File: src/logic/bscrc_consts.svh
// Constants for the byte serial CRC16 engine
// What this block does
// (RL1) Computes a 16-bit code with x^16+x^12+x^5+1, fed one byte at a time.
// (RL2) Each byte write folds the byte in and replaces the result register.
// (RL3) Input register is 8 bits, read and write, reset to 00h.
// (RL4) Result register is 16 bits, read and write; a write presets it; reset 0000h.
// (RL5) Bytes are processed least significant bit first; 01h from zero gives 1189h.
// (RL6) Division is modulo 2: add and subtract are exclusive-OR.
// (RL7) Software presets the result register to 0000h before each block.
// (RL8) Sender transmits the result low byte first, then high byte.
// (RL9) Receiver feeds all bytes plus code; 0000h means no error.
// (RL10) Software avoids the result register under certain slow clock modes.
// (RL11) Eight right shifts per byte, XOR with 8408h when low bit differs.
// (RL12) The update completes in the write cycle; the next read sees it.
`ifndef BSCRC_CONSTS_SVH
`define BSCRC_CONSTS_SVH
`define BSCRC_OFS_BYTE_INPUT 12'h000
`define BSCRC_OFS_REMAINDER  12'h004
`define BSCRC_RST_BYTE_INPUT 8'h00
`define BSCRC_RST_REMAINDER  16'h0000
`define BSCRC_POLY_REFLECTED 16'h8408
`define BSCRC_LANES_BYTE     4'h1
`define BSCRC_LANES_REM      4'h3
`define BSCRC_RST_RDATA      32'h00000000
`define BSCRC_ADDR_W         12
`endif

File: src/logic/bscrc_pkg.sv
// Types for the byte serial CRC16 engine
package bscrc_pkg;
  typedef struct packed {
    logic        psel;
    logic        penable;
    logic        pwrite;
    logic [11:0] paddr;
    logic [31:0] pwdata;
    logic [3:0]  pstrb;
  } bscrc_apb_req_t;
  typedef struct packed {
    logic        pready;
    logic [31:0] prdata;
    logic        pslverr;
  } bscrc_apb_rsp_t;
endpackage

File: src/logic/bscrc_top.sv
// APB slave holding the CRC input and result registers
`timescale 1ns/1ps
`default_nettype none
`include "bscrc_consts.svh"
module bscrc_top (
  input  wire logic                    clk,
  input  wire logic                    resetn,
  input  wire bscrc_pkg::bscrc_apb_req_t apb_req,
  output var  bscrc_pkg::bscrc_apb_rsp_t apb_rsp
);
  import bscrc_pkg::*;

  // Register state and next values
  logic [7:0]  byte_q;
  logic [7:0]  byte_d;
  logic [15:0] rem_q;
  logic [15:0] rem_d;
  logic [15:0] rem_fold;
  logic        ready_q;
  logic        ready_d;
  logic        err_q;
  logic        err_d;
  logic [31:0] rdata_q;
  logic [31:0] rdata_d;

  // Bus phase decode
  wire logic        setup_ph;
  wire logic        access_ph;
  wire logic        xfer_done;
  wire logic        is_wr;
  wire logic        is_rd;
  wire logic        wr_req;
  wire logic        rd_req;
  wire logic        stray;

  // Address and byte lane decode
  wire logic        hit_in;
  wire logic        hit_rem;
  wire logic        mapped;
  wire logic        lanes_in;
  wire logic        lanes_rem;
  wire logic        wr_in;
  wire logic        wr_rem;

  // Read path
  wire logic [31:0] rd_in_word;
  wire logic [31:0] rd_rem_word;
  wire logic [31:0] rd_mux;

  // Remainder update paths
  wire logic [15:0] rem_preset;
  wire logic [15:0] rem_next;

  // Exact match of a byte address against a register offset
  function automatic logic addr_hit(
    input logic [11:0] addr,
    input logic [11:0] ofs
  );
    logic hit;
    hit = (addr == ofs);
    return hit;
  endfunction

  // Every lane named in need must be on; extra lanes are harmless
  function automatic logic lanes_ok(
    input logic [3:0] strb,
    input logic [3:0] need
  );
    logic ok;
    ok = ((strb & need) == need);
    return ok;
  endfunction

  // Unused upper bits of a read word are always zero
  function automatic logic [31:0] zext8(
    input logic [7:0] v
  );
    logic [31:0] w;
    w = {24'h000000, v};
    return w;
  endfunction

  function automatic logic [31:0] zext16(
    input logic [15:0] v
  );
    logic [31:0] w;
    w = {16'h0000, v};
    return w;
  endfunction

  // A transfer completes at the edge where the access phase sees pready
  assign setup_ph  = apb_req.psel & ~apb_req.penable;
  assign access_ph = apb_req.psel & apb_req.penable;
  assign xfer_done = access_ph & ready_q;
  assign is_wr     = apb_req.pwrite;
  assign is_rd     = ~apb_req.pwrite;
  assign wr_req    = xfer_done & is_wr;
  assign rd_req    = setup_ph & is_rd;
  assign stray     = setup_ph & ~mapped;

  assign hit_in    = addr_hit(apb_req.paddr, `BSCRC_OFS_BYTE_INPUT);
  assign hit_rem   = addr_hit(apb_req.paddr, `BSCRC_OFS_REMAINDER);
  assign mapped    = hit_in | hit_rem;

  // Partial-lane writes are dropped quietly rather than flagged
  assign lanes_in  = lanes_ok(apb_req.pstrb, `BSCRC_LANES_BYTE);
  assign lanes_rem = lanes_ok(apb_req.pstrb, `BSCRC_LANES_REM);
  assign wr_in     = wr_req & hit_in & lanes_in;
  assign wr_rem    = wr_req & hit_rem & lanes_rem;

  assign rd_in_word  = zext8(byte_q);
  assign rd_rem_word = zext16(rem_q);
  assign rd_mux      = hit_in  ? rd_in_word :
                       hit_rem ? rd_rem_word : `BSCRC_RST_RDATA;

  bscrc_fold bscrc_fold_inst (
    .rem_in  (rem_q),
    .data_in (apb_req.pwdata[7:0]),
    .rem_out (rem_fold)
  );

  // Lane 0 carries the input byte into the register and the fold
  assign byte_d = wr_in ? apb_req.pwdata[7:0] : byte_q; // RL3

  // Preset and fold never coincide: they decode different offsets
  assign rem_preset = apb_req.pwdata[15:0]; // RL4 RL7
  assign rem_next   = rem_fold; // RL2 RL9
  assign rem_d      = wr_rem ? rem_preset :
                      wr_in  ? rem_next : rem_q; // RL12

  // Read data is taken at the setup edge, after any earlier write has
  // landed, so a read right after a byte write sees the new remainder
  assign ready_d = setup_ph;
  assign err_d   = stray;
  assign rdata_d = rd_req ? rd_mux : `BSCRC_RST_RDATA; // RL12

  always_ff @(posedge clk or negedge resetn) begin
    if (!resetn) begin
      byte_q <= `BSCRC_RST_BYTE_INPUT; // RL3
    end else begin
      byte_q <= byte_d;
    end
  end

  always_ff @(posedge clk or negedge resetn) begin
    if (!resetn) begin
      rem_q <= `BSCRC_RST_REMAINDER; // RL4
    end else begin
      rem_q <= rem_d; // RL2
    end
  end

  always_ff @(posedge clk or negedge resetn) begin
    if (!resetn) begin
      ready_q <= 1'b0;
    end else begin
      ready_q <= ready_d;
    end
  end

  always_ff @(posedge clk or negedge resetn) begin
    if (!resetn) begin
      err_q <= 1'b0;
    end else begin
      err_q <= err_d;
    end
  end

  always_ff @(posedge clk or negedge resetn) begin
    if (!resetn) begin
      rdata_q <= `BSCRC_RST_RDATA;
    end else begin
      rdata_q <= rdata_d;
    end
  end

  // All response fields come straight from flops
  assign apb_rsp = '{pready: ready_q, prdata: rdata_q, pslverr: err_q};
endmodule
`default_nettype wire

File: src/logic/bscrc_fold.sv
// Combinational fold of one byte into the CRC remainder
`timescale 1ns/1ps
`default_nettype none
`include "bscrc_consts.svh"
module bscrc_fold (
  input  wire logic [15:0] rem_in,
  input  wire logic [7:0]  data_in,
  output logic      [15:0] rem_out
);
  function automatic logic [15:0] fold_byte(input logic [15:0] r,
                                            input logic [7:0]  d);
    logic [15:0] acc;
    acc = r;
    for (int i = 0; i < 8; i++) begin // RL5 RL11
      if (acc[0] ^ d[i]) begin
        acc = (acc >> 1) ^ `BSCRC_POLY_REFLECTED; // RL6 RL1
      end else begin
        acc = acc >> 1;
      end
    end
    return acc;
  endfunction
  assign rem_out = fold_byte(rem_in, data_in);
endmodule
`default_nettype wire

File: config.mk
export PLATFORM = sky130hd
export DESIGN_NAME = bscrc_top
export DESIGN_NICKNAME = d
export VERILOG_FILES = /design/src/logic/bscrc_pkg.sv /design/src/logic/bscrc_top.sv /design/src/logic/bscrc_fold.sv
export VERILOG_INCLUDE_DIRS = /design/src /design/src/logic
export SDC_FILE = /design/constraint.sdc
export NUM_CORES = 1
export LEC_CHECK = 0
export CORE_UTILIZATION = 57
export DETAILED_ROUTE_END_ITERATION = 12
export DONT_BUFFER_PORTS = 1
export PLACE_DENSITY = 0.74
export SYNTH_ARGS = -nofsm -noshare
export SYNTH_HDL_FRONTEND = slang
export SYNTH_HIERARCHICAL = 1
export SYNTH_SLANG_ARGS = --single-unit
File: constraint.sdc
create_clock -name clk -period 1.8 [get_ports clk]
set_clock_uncertainty 0.15 [all_clocks]
set_input_delay 0.09 -clock clk [delete_from_list [all_inputs] [get_ports clk]]
set_output_delay 0.09 -clock clk [all_outputs]
set_load 0.1 [all_outputs]
## Word level (Yosys, flattened, before mapping)

Index checks and enable logic that the tools add are counted.

| word-level totals | value |
|---|---|
| register bits after elaboration | 58 |
| latch bits | 0 |
| RAM bits | 0 |
| ROM bits | 0 |
| input port bits | 53 |
| output and inout bits | 34 |
| word-level logic and storage cells | 52 |
| memories | 0 |

| cells by class | value |
|---|---|
| add/sub/neg operators | 0 |
| $mul | 0 |
| divide/modulo/power cells | 0 |
| magnitude comparators | 0 |
| equality and inequality tests | 2 |
| shift-type cells | 0 |
| mux-type cells | 13 |
| bitwise operators | 30 |
| reductions and logical operators | 2 |

Operators with widths:

| operator | count |
|---|---|
| 2-to-1 mux 16 bit | 13 |
| NOT 2 -> 3 bit | 8 |
| == test 12 x 3 -> 1 bit, second input constant | 1 |
| logical NOT 12 bit | 1 |
| AND 1 bit | 10 |
| XOR 1 bit | 8 |
| NOT 1 bit | 3 |
| == test 2 bit, second input constant | 1 |
| nonzero test 2 bit | 1 |
| OR 1 bit | 1 |

## Logic depth before layout (Yosys ltp)

| logic depth | value |
|---|---|
| depth after elaboration | 18 |
| mapped depth | 5 |
| mapped depth without buffers | 5 |

## Hierarchy

Netlist, hierarchy kept.

Modules (own cells, without submodules):

| module | instances | cells each | area an instance (sq um) | sequential area each (sq um) |
|---|---|---|---|---|
| bscrc_top | 1 | 146 | 2001.9 | 1051.0 |
| bscrc_fold | 1 | 25 | 372.9 | 0.0 |

## Worst setup path before layout

Ideal clock, no wire load.

| timing | value |
|---|---|
| kind | reg2reg |
| start | register rem_q[1] |
| end | register rem_q[1] |
| setup time | 0.125 ns |
| arrival time | 1.625 ns |
| required time | 1.525 ns |
| slack | -0.099 ns |
| stages on the path, launching flop included | 5 |
| path buffers | 0 |
| clock period less this slack | 1.899 ns |
| path through | dfrtp_1 -> xnor2_2 -> xor3_4 -> mux2_2 -> mux2_2 |

| between the ends | value |
|---|---|
| cells in the longest elaborated chain, start to end | 12 |

RTL lines:

| element | RTL line | RTL |
|---|---|---|
| from (decl) | bscrc_top.sv:16 | `logic [15:0] rem_q;` |
| from (signal assigned) | bscrc_top.sv:147 | `` rem_q <= `BSCRC_RST_REMAINDER; `` |
| from (signal assigned) | bscrc_top.sv:149 | `rem_q <= rem_d;` |
| 2-to-1 mux 16 bit | bscrc_fold.sv:15 | `if (acc[0] ^ d[i]) begin` |
| XOR 1 bit | bscrc_fold.sv:15 |  |
| 2-to-1 mux 16 bit (4 in a row) | bscrc_fold.sv:15 |  |
| XOR 1 bit | bscrc_fold.sv:15 |  |
| 2-to-1 mux 16 bit (3 in a row) | bscrc_fold.sv:15 |  |
| net rem_fold[1] | bscrc_top.sv:18 | `logic [15:0] rem_fold;` |
| 2-to-1 mux 16 bit | bscrc_top.sv:129 | `wr_in ? rem_next : rem_q;` |
| 2-to-1 mux 16 bit | bscrc_top.sv:128 | `assign rem_d = wr_rem ? rem_preset :` |

The timed path passes the listed nets, and every way through them passes these cells. The select of a mux whose other input is x is not followed.
A chain may end at the register's enable or synchronous reset.

## Final worst setup path

| timing | value |
|---|---|
| start | register rem_q[3] |
| end | register rem_q[10] |

| between the ends | value |
|---|---|
| cells in the longest elaborated chain, start to end | 12 |

RTL lines:

| element | RTL line |
|---|---|
| 2-to-1 mux 16 bit (3 in a row) | bscrc_fold.sv:15 |
| XOR 1 bit | bscrc_fold.sv:15 |
| 2-to-1 mux 16 bit (4 in a row) | bscrc_fold.sv:15 |
| XOR 1 bit | bscrc_fold.sv:15 |
| 2-to-1 mux 16 bit | bscrc_fold.sv:15 |
| net rem_fold[10] | bscrc_top.sv:18 |
| 2-to-1 mux 16 bit | bscrc_top.sv:129 |
| 2-to-1 mux 16 bit | bscrc_top.sv:128 |

The timed path passes the listed nets, and every way through them passes these cells. The select of a mux whose other input is x is not followed.

==> metrics.txt <==
final setup margin -136 ps; final wirelength 5.79 mm; detailed-route DRC error count 0; Worst Path Arrival 1970 ps; area leader, netlist dfrtp_1; H-tree levels 2; Via Count 1574; Power Density 643 nW/um^2; placed cells 249; Routed Antenna Nets 0; post-route minimum period 1940 ps; Die H 66.5 um; post-synth top area share 0.443; IO Port Bufs 0; Worst path top cell family by delay XOR/XNOR gates; register area share after synthesis 0.443; share of layout cells above drive strength 1 0.492; Reg clk slew, reported paths 80 ps; cts bufs inserted 5; # rows 23; GR Overflow Total 0; Multi-input gate area 1390 sq um; unrepaired setup endpoints after global routing yes; critical path data required time 1840 ps; crit path max fanout 3; violated checks setup timing; Area contributors post-synth dfrtp_1 (44%), mux2_2 (15%), buf_4 (5.7%); worst path cell trace xnor2_2 > buf_4 > xnor3_1 > mux2_4 > mux2_4; Final Max Tran Viols 0; commonest non-fill, non-tap cell in the layout buf_4; DP HPWL 3.13 mm; Leak 1.69 nW; stages on the worst setup path 5; final period utilization 1.08; # fillers 199; first-pass GRT wire length 8.22 mm; Worst-Margin Slew 647 ps; Die X 66.5 um; CTS tree done; WP buf/inv 1; GRT Util Overall 0.268; slowest stage delay, CP 420 ps; max cap viols 0; synthesis warning total 6; Reg area 1050 sq um; total power 2.13 mW; die area 4430 sq um; cell area after synthesis 2370 sq um; DR pass1 iterations 4; Worst Hold Class in -> reg; Initial Util 0.594; Core ar. 4000 sq um; GPL Wtd Cong 0.786; CP max stage cell dfrtp_1; Max Clk Rate 516 MHz; Setup crit end kind flop; Layout area overhead 39.8%; Avg Vias per Cell 5.25; Yosys cell types 29; CP startpoint kind flop; Synth Instances 171; clock root buffer clkbuf_8; Wirelength per Cell 19.3 um; CP most frequent cell mux2_4; setup TNS -871 ps; vias in the first global route 1685; Non-Filler Instances 300; # diodes 0; CTS Buffer Depth 2; Boundary Pins 87; placed cell area 2650 sq um; most frequent cells in the layout buf_4 (47), dfrtp_1 (39), mux2_4 (31); initial antenna violation count 0; Avg Cell Area, Syn 13.9 sq um; Rel. slew slack 0.567; Setup violations, final 11; register bit count reported by yosys 42; maximum vdd drop 0.768 mV; Worst-Skew Late Latency 300 ps; Nets 302; Hold WS 34.8 ps; final hold vios 0; post-route cell area 3320 sq um; largest net degree at the start of global routing 43; status complete, but fails checks; pre-CTS WS -143 ps; CP Class reg -> reg; CTS sink cnt 42; Initial DRC Count 43; Worst R2R Path Depth 5; WHS Path Cells 3; Final Util 0.830
==> synth_stat cells <==
library cell / instances
xnor3_1: 5
dfrtp_1: 42
nor2b_1: 1
nand4_1: 2
nor3_4: 1
clkbuf_1: 1
nor3b_1: 1
mux2_2: 32
xnor2_2: 3
a21oi_2: 1
inv_1: 3
and4_1: 1
buf_6: 1
and2_1: 9
nand3_2: 1
nand2_1: 2
mux2i_1: 8
conb_1: 1
nor4_4: 2
nor3_1: 1
mux2_4: 8
xor2_1: 3
xor3_1: 2
nor4b_1: 1
nor2_1: 9
buf_4: 18
xnor2_1: 9
buf_2: 1
xor3_4: 2
==> registers in the layout (all words and copies together) (netlist names) <==
name and count:
byte_q 8, rdata_q 16, err_q 1, rem_q 16, ready_q 1
==> routing by layer <==
metal | GRT usage | vias to the layer above | part of all wire
li1 | - | 710 | -
met1 | 0.310 | 779 | 0.40
met2 | 0.457 | 67 | 0.53
met3 | 0.0685 | 18 | 0.045
met4 | 0.128 | 0 | 0.033
met5 | 0 | - | 0
==> worst reg2reg max path, stage by stage (launching register included) <==
cell     delay (ps)
dfrtp_1         420
xnor2_2         210
buf_4           150
xnor3_1         370
mux2_4          270
mux2_4          260
==> where the power goes <==
| part | total, mW | switching [mW] | internal (mW) |
|---|---|---|---|
| Sequential | 0.946 | 0.00166 | 0.945 |
| Combinational | 0.470 | 0.273 | 0.197 |
| Clock | 0.718 | 0.330 | 0.387 |
==> layout make-up <==
class                   count  share of cell area
flip-flops and latches     42               0.318
inverters                   3             0.00415
clock buffers               8              0.0332
well taps                  50              0.0188
repair buffers             77               0.206
multi-input cells         120               0.420
==> final timing paths <==
path,start,end,slack [ps]
worst max-delay path,rem_q[3],rem_q[10],-140
worst min-delay path,apb_req[38],byte_q[4],30
worst max register to register,rem_q[3],rem_q[10],-140
worst min register to register,byte_q[0],byte_q[0],370
max in group asynchronous,resetn,rem_q[2],1180
min in group asynchronous,resetn,rem_q[12],90
==> cells by family (layout without fill, tap and decap cells) <==
logic type	count (synthesis)	in the layout	share of synthesized area
AOI/OAI and AO/OA	1	1	0.00369
xor gates and xnor gates	24	24	0.155
buffers and inverters	24	88	0.0701
DFF	42	42	0.443
muxes	48	48	0.236
other	1	16	0.00158
and+or+nand+nor	31	31	0.0906
==> what timing repair did <==
action                                  CTS  global route
setup buffers                            15             5
hold buffers                             24             1
gates resized for setup                  19            22
pin swaps                                14             9
endpoints found under the setup margin    8            25
gates cloned                              0             0
endpoints found under the hold margin    76             1
Note: power is estimated with default switching activity, not from simulation.
